File: src/aclf_cfg.svh
// Register offsets, field positions, reset values and limit windows of the channel limit block
`ifndef ACLF_CFG_SVH
`define ACLF_CFG_SVH
// Register word addresses (one register per address, 16-bit data in low bits)
`define ACLF_ADDR_W         5
`define ACLF_REG_UNIT_CTRL  5'h00
`define ACLF_REG_CH_SEL     5'h01
`define ACLF_REG_CH_CTRL    5'h02
`define ACLF_REG_USR_UPPER  5'h03
`define ACLF_REG_USR_LOWER  5'h04
`define ACLF_REG_SCL_UPPER  5'h05
`define ACLF_REG_SCL_LOWER  5'h06
`define ACLF_REG_FAULT_VAL  5'h07
`define ACLF_REG_IDLE_VAL   5'h08
`define ACLF_REG_STATUS     5'h09
`define ACLF_REG_OUT_VAL    5'h0A
`define ACLF_REG_REJECT     5'h0B
// Unit control fields
`define ACLF_UC_OVER_EN     0
`define ACLF_UC_UNDER_EN    1
`define ACLF_UC_FMT_LSB     2
`define ACLF_UC_SW_PRIO     4
// Channel control fields
`define ACLF_CC_RANGE_LSB   0
`define ACLF_CC_USR_UP_EN   3
`define ACLF_CC_USR_LO_EN   4
`define ACLF_CC_SCL_UP_EN   5
`define ACLF_CC_SCL_LO_EN   6
`define ACLF_CC_FAULT_EN    7
`define ACLF_CC_IDLE_EN     8
// Status fields
`define ACLF_ST_OVER        0
`define ACLF_ST_UNDER       1
`define ACLF_ST_USR_UP      2
`define ACLF_ST_USR_LO      3
`define ACLF_ST_SCL_UP      4
`define ACLF_ST_SCL_LO      5
// Reset values
`define ACLF_RST_RANGE      3'h2
`define ACLF_RST_SCL_UPPER  16'sh03E8
`define ACLF_RST_SCL_LOWER  16'sh0000
`define ACLF_RST_ZERO       16'h0000
// Scaled-format setting windows
`define ACLF_SCL_UP_MIN     -32'sd32766
`define ACLF_SCL_UP_MAX     32'sd32767
`define ACLF_SCL_LO_MIN     -32'sd32767
`define ACLF_SCL_LO_MAX     32'sd32766
// Non-scaled windows, value is volts or milliamps times 100
`define ACLF_V10_MIN        17'sd0
`define ACLF_V10_MAX        17'sd1050
`define ACLF_V10_LO_MAX     17'sd1045
`define ACLF_V10_UP_MIN     17'sd5
`define ACLF_V5_MIN         17'sd0
`define ACLF_V5_MAX         17'sd525
`define ACLF_V5_LO_MAX      17'sd522
`define ACLF_V5_UP_MIN      17'sd3
`define ACLF_V15_MIN        17'sd75
`define ACLF_V15_MAX        17'sd525
`define ACLF_V15_LO_MAX     17'sd522
`define ACLF_V15_UP_MIN     17'sd78
`define ACLF_I20_MIN        17'sd0
`define ACLF_I20_MAX        17'sd2100
`define ACLF_I20_LO_MAX     17'sd2090
`define ACLF_I20_UP_MIN     17'sd10
`define ACLF_I420_MIN       17'sd300
`define ACLF_I420_MAX       17'sd2100
`define ACLF_I420_LO_MAX    17'sd2090
`define ACLF_I420_UP_MIN    17'sd310
// Nominal span ends, used for the 0.5 % over and under range margin
`define ACLF_V10_NOM_HI     17'sd1000
`define ACLF_V5_NOM_HI      17'sd500
`define ACLF_V15_NOM_LO     17'sd100
`define ACLF_V15_NOM_HI     17'sd500
`define ACLF_I20_NOM_HI     17'sd2000
`define ACLF_I420_NOM_LO    17'sd400
`define ACLF_I420_NOM_HI    17'sd2000
`define ACLF_MARGIN_DIV     200
`endif

File: src/aclf_pkg.sv
// Types shared by the channel limit block
package aclf_pkg;
	typedef enum logic [2:0] {
		ACLF_RNG_0_10V  = 3'h0,
		ACLF_RNG_0_5V   = 3'h1,
		ACLF_RNG_1_5V   = 3'h2,
		ACLF_RNG_0_20MA = 3'h3,
		ACLF_RNG_4_20MA = 3'h4
	} aclf_range_type;
	typedef enum logic [1:0] {
		ACLF_FMT_OFFSET = 2'h0,
		ACLF_FMT_SIGNED = 2'h1,
		ACLF_FMT_TWOS   = 2'h2,
		ACLF_FMT_SCALED = 2'h3
	} aclf_fmt_type;
	typedef enum logic [1:0] {
		ACLF_LNK_RUN   = 2'h0,
		ACLF_LNK_FAULT = 2'h1,
		ACLF_LNK_IDLE  = 2'h2
	} aclf_link_type;
	typedef enum logic [2:0] {
		ACLF_K_VALUE = 3'h0,
		ACLF_K_USR_LO = 3'h1,
		ACLF_K_USR_UP = 3'h2,
		ACLF_K_SCL_LO = 3'h3,
		ACLF_K_SCL_UP = 3'h4
	} aclf_kind_type;
endpackage

File: src/aclf_win_if.sv
// Carries a value to the window checker and its verdict back
`timescale 1ns/100ps
interface aclf_win_if;
	import aclf_pkg::*;
	logic [15:0]    raw;
	aclf_kind_type  kind;
	aclf_range_type range;
	aclf_fmt_type   fmt;
	logic           ok;
	logic signed [16:0] val;
	modport chk (input raw, input kind, input range, input fmt, output ok, output val);
	modport use_side (output raw, output kind, output range, output fmt, input ok, input val);
endinterface

File: src/aclf_win_chk.sv
// Decodes a set value into a signed number and checks it against its window
`timescale 1ns/100ps
`include "aclf_cfg.svh"
module aclf_win_chk (
	aclf_win_if.chk w
);
	import aclf_pkg::*;
	logic signed [16:0] dec;
	logic signed [16:0] lo_b;
	logic signed [16:0] hi_b;
	logic               scaled;
	assign scaled = (w.fmt == ACLF_FMT_SCALED);
	// Scaled values use bit 15 as sign, magnitude below
	assign dec = (scaled && w.raw[15]) ? -$signed({2'b00, w.raw[14:0]})
	           : $signed({1'b0, w.raw});
	assign w.val = dec;
	always_comb begin
		lo_b = `ACLF_V10_MIN;
		hi_b = `ACLF_V10_MAX;
		if (scaled) begin
			lo_b = -17'sd32767;
			hi_b = 17'sd32767;
			if (w.kind == ACLF_K_SCL_UP) lo_b = 17'(`ACLF_SCL_UP_MIN);
			if (w.kind == ACLF_K_SCL_LO) hi_b = 17'(`ACLF_SCL_LO_MAX);
		end else begin
			case (w.range)
				ACLF_RNG_0_10V: begin
					lo_b = (w.kind == ACLF_K_USR_UP) ? `ACLF_V10_UP_MIN : `ACLF_V10_MIN;
					hi_b = (w.kind == ACLF_K_USR_LO) ? `ACLF_V10_LO_MAX : `ACLF_V10_MAX;
				end
				ACLF_RNG_0_5V: begin
					lo_b = (w.kind == ACLF_K_USR_UP) ? `ACLF_V5_UP_MIN : `ACLF_V5_MIN;
					hi_b = (w.kind == ACLF_K_USR_LO) ? `ACLF_V5_LO_MAX : `ACLF_V5_MAX;
				end
				ACLF_RNG_1_5V: begin
					lo_b = (w.kind == ACLF_K_USR_UP) ? `ACLF_V15_UP_MIN : `ACLF_V15_MIN;
					hi_b = (w.kind == ACLF_K_USR_LO) ? `ACLF_V15_LO_MAX : `ACLF_V15_MAX;
				end
				ACLF_RNG_0_20MA: begin
					lo_b = (w.kind == ACLF_K_USR_UP) ? `ACLF_I20_UP_MIN : `ACLF_I20_MIN;
					hi_b = (w.kind == ACLF_K_USR_LO) ? `ACLF_I20_LO_MAX : `ACLF_I20_MAX;
				end
				ACLF_RNG_4_20MA: begin
					lo_b = (w.kind == ACLF_K_USR_UP) ? `ACLF_I420_UP_MIN : `ACLF_I420_MIN;
					hi_b = (w.kind == ACLF_K_USR_LO) ? `ACLF_I420_LO_MAX : `ACLF_I420_MAX;
				end
				default: begin
					lo_b = 17'sd1;
					hi_b = 17'sd0;
				end
			endcase
		end
	end
	// Scaled-format sign-magnitude "-0" decodes to 0 and is accepted
	assign w.ok = (dec >= lo_b) && (dec <= hi_b);
endmodule

File: src/aclf_top.sv
// Per-channel limit checking and fault/idle output substitution for an analogue unit
//
// What this block does and what it expects of the controller
// Enabled over-range: error above range plus 0.5%
// Enabled under-range: error below range minus 0.5%
// User upper check flags value above limit
// User lower check flags value below limit
// Scale upper: -32766..32767, default 1000, checked
// Scale lower: -32767..32766, default 0, checked
// Comm fault: fault value or hold last
// Comm idle: idle value or hold last
// Substitution only under software hold/clear priority
// Controller encodes non-scaled values as units x100
// Non-scaled set values limited per range table
// Scaled values are 16-bit sign-magnitude
// User limits confined to range-specific windows; in scaled format the write check uses the full -32767..32767 window instead
// Controller re-checks values after range change
// Out-of-window writes rejected, old value kept
//
// Our own choices: the plain strobed port and the address map.
`timescale 1ns/100ps
`include "aclf_cfg.svh"
module aclf_top (
	input  wire logic                      clk,
	input  wire logic                      sys_rst,
	input  wire logic                      clk_en,
	input  wire logic [`ACLF_ADDR_W-1:0]   reg_addr,
	input  wire logic [15:0]               reg_wdata,
	input  wire logic                      reg_wr,
	input  wire logic                      reg_rd,
	output logic      [15:0]               reg_rdata,
	input  wire logic                      comm_fault,
	input  wire logic                      comm_idle,
	input  wire logic [1:0]                in_ch,
	input  wire logic [15:0]               in_value,
	input  wire logic                      in_valid,
	input  wire logic [1:0]                out_ch,
	input  wire logic [15:0]               out_value,
	input  wire logic                      out_valid,
	output logic      [15:0]               drive_value [4],
	output logic      [3:0]                ch_error,
	output logic                           over_range_err,
	output logic                           under_range_err
);
	import aclf_pkg::*;
	localparam int NCH = 4;

	// Unit-wide settings
	logic           over_en_r;
	logic           under_en_r;
	aclf_fmt_type   fmt_r;
	logic           sw_prio_r;
	logic [1:0]     sel_r;
	// Per-channel settings
	aclf_range_type range_r   [NCH];
	logic [5:0]     ccen_r    [NCH];
	logic [15:0]    usr_up_r  [NCH];
	logic [15:0]    usr_lo_r  [NCH];
	logic [15:0]    scl_up_r  [NCH];
	logic [15:0]    scl_lo_r  [NCH];
	logic [15:0]    fault_r   [NCH];
	logic [15:0]    idle_r    [NCH];
	logic [15:0]    last_r    [NCH];
	logic [5:0]     stat_r    [NCH];
	logic           reject_r;
	logic [15:0]    rdata_r;
	logic [15:0]    rd_mux;
	// Pin synchronisers for the link state lines
	logic [2:0]     flt_sy_r;
	logic [2:0]     idl_sy_r;
	logic           flt_r;
	logic           idl_r;
	aclf_link_type  link_r;
	aclf_link_type  link_nxt;

	// Window check for register writes
	aclf_win_if wr_w ();
	aclf_win_chk u_wr_chk (.w(wr_w));
	// Decoder for the value under comparison
	aclf_win_if sm_w ();
	aclf_win_chk u_sm_chk (.w(sm_w));

	wire        sel_wr_ctl = reg_wr && (reg_addr == `ACLF_REG_CH_CTRL);
	wire        wr_usr_up  = reg_wr && (reg_addr == `ACLF_REG_USR_UPPER);
	wire        wr_usr_lo  = reg_wr && (reg_addr == `ACLF_REG_USR_LOWER);
	wire        wr_scl_up  = reg_wr && (reg_addr == `ACLF_REG_SCL_UPPER);
	wire        wr_scl_lo  = reg_wr && (reg_addr == `ACLF_REG_SCL_LOWER);
	wire        wr_fault   = reg_wr && (reg_addr == `ACLF_REG_FAULT_VAL);
	wire        wr_idle    = reg_wr && (reg_addr == `ACLF_REG_IDLE_VAL);
	wire        wr_value   = wr_usr_up | wr_usr_lo | wr_scl_up | wr_scl_lo | wr_fault | wr_idle;
	wire        wr_accept  = wr_value && wr_w.ok;
	wire        rd_status  = reg_rd && (reg_addr == `ACLF_REG_STATUS);

	assign wr_w.raw   = reg_wdata;
	assign wr_w.range = range_r[sel_r];
	assign wr_w.fmt   = fmt_r;
	assign wr_w.kind  = wr_usr_up ? ACLF_K_USR_UP :
	                    wr_usr_lo ? ACLF_K_USR_LO :
	                    wr_scl_up ? ACLF_K_SCL_UP :
	                    wr_scl_lo ? ACLF_K_SCL_LO : ACLF_K_VALUE;

	// One sample per cycle is checked; input samples have priority over output samples
	wire        smp_v   = in_valid | out_valid;
	wire        smp_in  = in_valid;
	wire [1:0]  smp_ch  = in_valid ? in_ch : out_ch;
	assign sm_w.raw   = in_valid ? in_value : out_value;
	assign sm_w.range = range_r[smp_ch];
	assign sm_w.fmt   = fmt_r;
	assign sm_w.kind  = ACLF_K_VALUE;
	wire signed [16:0] smp = sm_w.val;

	function automatic logic signed [16:0] dec16(input logic [15:0] r, input logic sc);
		logic signed [16:0] d;
		d = (sc && r[15]) ? -$signed({2'b00, r[14:0]}) : $signed({1'b0, r});
		return d;
	endfunction
	wire sc = (fmt_r == ACLF_FMT_SCALED);
	wire signed [16:0] u_up = dec16(usr_up_r[smp_ch], sc);
	wire signed [16:0] u_lo = dec16(usr_lo_r[smp_ch], sc);
	wire signed [16:0] s_up = dec16(scl_up_r[smp_ch], 1'b1);
	wire signed [16:0] s_lo = dec16(scl_lo_r[smp_ch], 1'b1);

	// Nominal span of the sample's range; scaled span comes from the scale limits
	logic signed [16:0] nom_lo;
	logic signed [16:0] nom_hi;
	always_comb begin
		nom_lo = 17'sd0;
		nom_hi = `ACLF_V10_NOM_HI;
		case (range_r[smp_ch])
			ACLF_RNG_0_10V:  nom_hi = `ACLF_V10_NOM_HI;
			ACLF_RNG_0_5V:   nom_hi = `ACLF_V5_NOM_HI;
			ACLF_RNG_1_5V: begin
				nom_lo = `ACLF_V15_NOM_LO;
				nom_hi = `ACLF_V15_NOM_HI;
			end
			ACLF_RNG_0_20MA: nom_hi = `ACLF_I20_NOM_HI;
			ACLF_RNG_4_20MA: begin
				nom_lo = `ACLF_I420_NOM_LO;
				nom_hi = `ACLF_I420_NOM_HI;
			end
			default: nom_hi = `ACLF_V10_NOM_HI;
		endcase
		if (sc) begin
			nom_lo = s_lo;
			nom_hi = s_up;
		end
	end
	// Span margin truncates, so the trip point is never looser than 0.5 %
	wire signed [18:0] span   = 19'(nom_hi) - 19'(nom_lo);
	wire signed [18:0] margin = 19'(span / `ACLF_MARGIN_DIV);
	wire hit_over  = smp_in && (19'(smp) > 19'(nom_hi) + margin);
	wire hit_under = smp_in && (19'(smp) < 19'(nom_lo) - margin);
	wire hit_uup   = ccen_r[smp_ch][0] && (smp > u_up);
	wire hit_ulo   = ccen_r[smp_ch][1] && (smp < u_lo);
	wire hit_sup   = ccen_r[smp_ch][2] && sc && (smp > s_up);
	wire hit_slo   = ccen_r[smp_ch][3] && sc && (smp < s_lo);
	wire [5:0] hits = {hit_slo, hit_sup, hit_ulo, hit_uup,
	                   hit_under && under_en_r, hit_over && over_en_r};

	// Link state: fault outranks idle
	always_comb begin
		case ({flt_r, idl_r})
			2'b10, 2'b11: link_nxt = ACLF_LNK_FAULT;
			2'b01:        link_nxt = ACLF_LNK_IDLE;
			default:      link_nxt = ACLF_LNK_RUN;
		endcase
	end

	always_ff @(posedge clk) begin
		if (sys_rst) begin
			flt_sy_r <= 3'h0;
			idl_sy_r <= 3'h0;
			flt_r    <= 1'b0;
			idl_r    <= 1'b0;
			link_r   <= ACLF_LNK_RUN;
		end else if (clk_en) begin
			flt_sy_r <= {flt_sy_r[1:0], comm_fault};
			idl_sy_r <= {idl_sy_r[1:0], comm_idle};
			if (flt_sy_r[1] == flt_sy_r[2]) flt_r <= flt_sy_r[2];
			if (idl_sy_r[1] == idl_sy_r[2]) idl_r <= idl_sy_r[2];
			link_r   <= link_nxt;
		end
	end

	always_ff @(posedge clk) begin
		if (sys_rst) begin
			over_en_r  <= 1'b0;
			under_en_r <= 1'b0;
			fmt_r      <= ACLF_FMT_OFFSET;
			sw_prio_r  <= 1'b0;
			sel_r      <= 2'h0;
			reject_r   <= 1'b0;
			rdata_r    <= `ACLF_RST_ZERO;
		end else if (clk_en) begin
			if (reg_wr && reg_addr == `ACLF_REG_UNIT_CTRL) begin
				over_en_r  <= reg_wdata[`ACLF_UC_OVER_EN];
				under_en_r <= reg_wdata[`ACLF_UC_UNDER_EN];
				fmt_r      <= aclf_fmt_type'(reg_wdata[`ACLF_UC_FMT_LSB +: 2]);
				sw_prio_r  <= reg_wdata[`ACLF_UC_SW_PRIO];
			end
			if (reg_wr && reg_addr == `ACLF_REG_CH_SEL) sel_r <= reg_wdata[1:0];
			// Sticky: a rejected write sets it, a read of it clears it, set wins
			if (wr_value && !wr_w.ok) begin
				reject_r <= 1'b1;
			end else if (reg_rd && reg_addr == `ACLF_REG_REJECT) begin
				reject_r <= 1'b0;
			end
			rdata_r <= rd_mux;
		end
	end

	always_comb begin
		case (reg_addr)
			`ACLF_REG_UNIT_CTRL: rd_mux = {11'h0, sw_prio_r, fmt_r, under_en_r, over_en_r};
			`ACLF_REG_CH_SEL:    rd_mux = {14'h0, sel_r};
			`ACLF_REG_CH_CTRL:   rd_mux = {7'h0, ccen_r[sel_r], range_r[sel_r]};
			`ACLF_REG_USR_UPPER: rd_mux = usr_up_r[sel_r];
			`ACLF_REG_USR_LOWER: rd_mux = usr_lo_r[sel_r];
			`ACLF_REG_SCL_UPPER: rd_mux = scl_up_r[sel_r];
			`ACLF_REG_SCL_LOWER: rd_mux = scl_lo_r[sel_r];
			`ACLF_REG_FAULT_VAL: rd_mux = fault_r[sel_r];
			`ACLF_REG_IDLE_VAL:  rd_mux = idle_r[sel_r];
			`ACLF_REG_STATUS:    rd_mux = {10'h0, stat_r[sel_r]};
			`ACLF_REG_OUT_VAL:   rd_mux = drive_value[sel_r];
			`ACLF_REG_REJECT:    rd_mux = {15'h0, reject_r};
			default:             rd_mux = 16'h0000;
		endcase
	end
	assign reg_rdata = rdata_r;

	genvar g;
	generate
		for (g = 0; g < NCH; g++) begin : g_ch
			wire mine  = (sel_r == 2'(g));
			wire hit_g = smp_v && (smp_ch == 2'(g));
			wire sub_ok = sw_prio_r;
			always_ff @(posedge clk) begin
				if (sys_rst) begin
					range_r[g]  <= aclf_range_type'(`ACLF_RST_RANGE);
					ccen_r[g]   <= 6'h00;
					usr_up_r[g] <= `ACLF_RST_ZERO;
					usr_lo_r[g] <= `ACLF_RST_ZERO;
					scl_up_r[g] <= `ACLF_RST_SCL_UPPER;
					scl_lo_r[g] <= `ACLF_RST_SCL_LOWER;
					fault_r[g]  <= `ACLF_RST_ZERO;
					idle_r[g]   <= `ACLF_RST_ZERO;
					last_r[g]   <= `ACLF_RST_ZERO;
					stat_r[g]   <= 6'h00;
				end else if (clk_en) begin
					if (mine && sel_wr_ctl) begin
						range_r[g] <= aclf_range_type'(reg_wdata[`ACLF_CC_RANGE_LSB +: 3]);
						ccen_r[g]  <= reg_wdata[`ACLF_CC_IDLE_EN:`ACLF_CC_USR_UP_EN];
					end
					if (mine && wr_accept && wr_usr_up) usr_up_r[g] <= reg_wdata;
					if (mine && wr_accept && wr_usr_lo) usr_lo_r[g] <= reg_wdata;
					if (mine && wr_accept && wr_scl_up) scl_up_r[g] <= reg_wdata;
					if (mine && wr_accept && wr_scl_lo) scl_lo_r[g] <= reg_wdata;
					if (mine && wr_accept && wr_fault)  fault_r[g]  <= reg_wdata;
					if (mine && wr_accept && wr_idle)   idle_r[g]   <= reg_wdata;
					// Last state is only tracked while the link runs, so hold keeps it
					if (out_valid && out_ch == 2'(g) && link_r == ACLF_LNK_RUN) begin
						last_r[g] <= out_value;
					end
					// Status sticky; reading it clears, a new hit in that cycle wins
					if (hit_g) begin
						stat_r[g] <= (mine && rd_status) ? hits : (stat_r[g] | hits);
					end else if (mine && rd_status) begin
						stat_r[g] <= 6'h00;
					end
				end
			end
			always_comb begin
				case (link_r)
					ACLF_LNK_FAULT: drive_value[g] = (sub_ok && ccen_r[g][4]) ?
					                                 fault_r[g] : last_r[g];
					ACLF_LNK_IDLE:  drive_value[g] = (sub_ok && ccen_r[g][5]) ?
					                                 idle_r[g] : last_r[g];
					default:        drive_value[g] = last_r[g];
				endcase
			end
			assign ch_error[g] = |stat_r[g][5:2];
		end
	endgenerate

	assign over_range_err  = stat_r[0][0] | stat_r[1][0] | stat_r[2][0] | stat_r[3][0];
	assign under_range_err = stat_r[0][1] | stat_r[1][1] | stat_r[2][1] | stat_r[3][1];
endmodule

File: config.mk
export PLATFORM = sky130hd
export DESIGN_NAME = aclf_top
export DESIGN_NICKNAME = d
export VERILOG_FILES = /design/src/aclf_pkg.sv /design/src/aclf_win_if.sv /design/src/aclf_win_chk.sv /design/src/aclf_top.sv
export VERILOG_INCLUDE_DIRS = /design/src /design/src/src
export SDC_FILE = /design/constraint.sdc
export NUM_CORES = 2
export LEC_CHECK = 0
export ABC_AREA = 0
export BUFFER_PORTS_ARGS = -buffer_cell sky130_fd_sc_hd__clkbuf_2
export CAP_MARGIN = 5
export CORE_ASPECT_RATIO = 0.75
export CORE_MARGIN = 3
export CORE_UTILIZATION = 40
export CTS_CLUSTER_DIAMETER = 80
export CTS_CLUSTER_SIZE = 20
export DETAILED_ROUTE_END_ITERATION = 8
export PLACE_DENSITY = 0.59
export SLEW_MARGIN = 20
export SYNTH_ARGS = -nofsm -noshare
export SYNTH_HDL_FRONTEND = slang
export SYNTH_HIERARCHICAL = 1
export SYNTH_SLANG_ARGS = --single-unit
File: constraint.sdc
create_clock -name clk -period 24.7 [get_ports clk]
set_clock_uncertainty 0.15 [all_clocks]
set_input_delay 4.94 -clock clk [delete_from_list [all_inputs] [get_ports clk]]
set_output_delay 4.94 -clock clk [all_outputs]
set_load 0.005 [all_outputs]
==> flow_summary_export.csv <==
group,metric,value,unit
cells_and_area,area_growth,8.72,%
cells_and_area,nets,3790,
timing,fin_crit_sh,91.1,%
grt,grt-ovfl-total,0,
worst_hold_path,hold_path.class,"flip-flop to flip-flop",
routing,wl_met2,55500,microns
floorplanning,dieArea,99400,sq um
flow_run,max_cap_violations,0,
routing,first_pass_iters,5,
power_and_ir_drop,power_leakage,15.5,nW
routing,vias,29700,
floorplanning,pin_count,152,
routing,drcViolationCount,0,
placement,dp_hpwl,101000,microns
grt,grt_pass1_vias,27600,
placement,port_buffers,151,
synth,yosys_warnings,6,
critical_path,worstSetupPathType,"primary input to flip-flop",
clock_network,cts-root-buf,"clkbuf_16",
routing,wl_per_cell,28.5,microns
clock_network,clk_path_buf_depth,3,
clock_network,cts_setup_buffers,0,
clock_network,hold_buffers,0,
synth,syn_nets,3712,
clock_network,h-tree-depth,2,
grt,grt_antenna_before_repair,4,
clock_network,cts_resized,0,
routing,top_layer,"met5",
timing,finalSetupViolCount,0,
placement,gp_congestion,0.948,
timing,slew_headroom,18.7,%
floorplanning,die_w,363,microns
clock_network,numClockSinks,544,
timing,grt_setup_unrepaired,"false",
routing,wirelength,136000,microns
outcome,outcome,"finished, final reports clean",
timing,hold_viol,0,
grt,grt_pass1_wl,198000,microns
power_and_ir_drop,irDropWorstVdd,0.000355,V
timing,fmax,0.0445,GHz
routing,wl_met3,17300,microns
clock_network,clock_latency,0.59,ns
clock_network,tritoncts,"yes",
routing,wl_met1,60200,microns
clock_network,cts.clk_slew.worst_paths,0.08,ns
floorplanning,die_h,274,microns
cells_and_area,drive_above_1_share,16.9,%
clock_network,cts_buffers,34,
timing,tightest_slew,1.22,ns
floorplanning,fp-row-count,97,
critical_path,slowest_stage,"nor4b_2",
critical_path,start_kind,"primary input",
floorplanning,core_region_area,94100,sq um
timing,hold_ws,0.313,ns
synth,synth_area,38300,sq um
power_and_ir_drop,p_per_area,156,nW/um^2
synth,syn_area_per_cell,11.1,sq um
floorplanning,start_util,40.7,%
routing,ant_nets,0,
critical_path,cpPeakStageDelay,0.87,ns
critical_path,crit_path_end_kind,"flip-flop",
routing,vias_per_cell,6.21,
timing,finalSetupTns,0,ns
critical_path,path_max_fanout,30,
routing,drtIter0Drc,4031,
synth,synthCells,3453,
critical_path,cp_data_arrival_time,22.78,ns
grt,track_usage,27.0,%
timing,min_period,22.49,ns
critical_path,critPathRequiredTime,24.98,ns
grt,grt_max_degree,66,
power_and_ir_drop,power.total,0.00647,W
critical_path,critPathMostFrequentCell,"a21oi_1",
timing,maxSlewViolCount,0,
==> path summary, 6_finish.rpt <==
check	endpoint	slack (ns)	cells past startpoint	startpoint
setup / recovery	stat_r[1][1]	2.21	70	in_valid
hold / removal	idl_r	0.31	2	idl_sy_r[2]
setup reg to reg	stat_r[1][1]	7.85	69	scl_lo_r[1][1]
hold reg to reg	idl_r	0.31	2	idl_sy_r[2]
==> worst max-delay path: cells and delay by family <==
family / cells / cell delay [ns]
compound gates: 35 / 7.89
xor+xnor: 3 / 0.60
fa+ha+maj: 5 / 1.91
buf+inv: 5 / 1.46
mux: 2 / 1.34
simple gates: 20 / 4.60
==> where the power goes <==
part           total (W)  internal, W  switching (W)  leakage, nW
clock           0.000605     0.000273       0.000331        0.490
sequential       0.00105      0.00103      0.0000161         5.51
combinational    0.00482      0.00190        0.00292         9.45
==> final cells by class <==
class | instances | area (sq um)
multi-input cells | 2575 | 21100
fillers | 8715 | 52500
inverters | 125 | 469
flip-flops and latches | 544 | 16000
clock buffers | 42 | 933
repair buffers | 251 | 1510
clock inverters | 6 | 66.3
well taps | 1237 | 1550
diodes | 4 | 10.0
==> through the flow <==
stage                     std cells  utilization (%)  cell area (sq um)  setup slack [ns]
after CTS                      4780             44.2              41600              2.51
after floorplan                3453                -              38300              3.75
final                          4784             44.2              41600              2.21
after global routing           4780             44.2              41600             0.777
after global placement         4732             43.1              40600              2.19
after detailed placement       4732             43.1              40600              2.03
==> registers in the layout, summed over array words and instances (netlist names), 2 cells and up, named ones only <==
| register | count |
|---|---|
| reg_rdata | 16 |
| ccen_r | 24 |
| usr_lo_r | 64 |
| idle_r | 64 |
| fmt_r | 2 |
| last_r | 64 |
| flt_sy_r | 3 |
| usr_up_r | 64 |
| stat_r | 24 |
| scl_lo_r | 64 |
| idl_sy_r | 3 |
| sel_r | 2 |
| scl_up_r | 64 |
| link_r | 2 |
| range_r | 12 |
| fault_r | 64 |
==> placed cells by master, fill, tap and decap left out, types with 11 or more instances in the layout <==
cell type / count
a211oi_1: 13
a21o_1: 30
a21oi_1: 186
a22o_1: 136
a22oi_1: 47
a31oi_1: 21
and2_1: 475
and3_1: 21
buf_4: 100
clkbuf_16: 36
clkbuf_2: 151
dfxtp_1: 33
edfxtp_1: 508
ha_1: 189
inv_1: 123
mux2_2: 20
mux2i_1: 20
mux4_2: 197
nand2_1: 175
nand2b_1: 71
nand3_1: 75
nand4_1: 35
nor2_1: 153
nor2b_1: 33
nor3_1: 34
nor4_1: 13
o211ai_1: 20
o21a_1: 20
o21ai_0: 110
o21ai_1: 36
o21bai_1: 19
o31ai_1: 17
or3_1: 33
or4_1: 11
xnor2_1: 91
xor2_1: 69
==> layer usage <==
metal	global-route usage, %	vias up
li1	-	13200
met1	40.2	14700
met2	37.9	1606
met3	9.08	171
met4	5.72	8
met5	0	-
No activity file was read; power rests on OpenSTA's default activity.
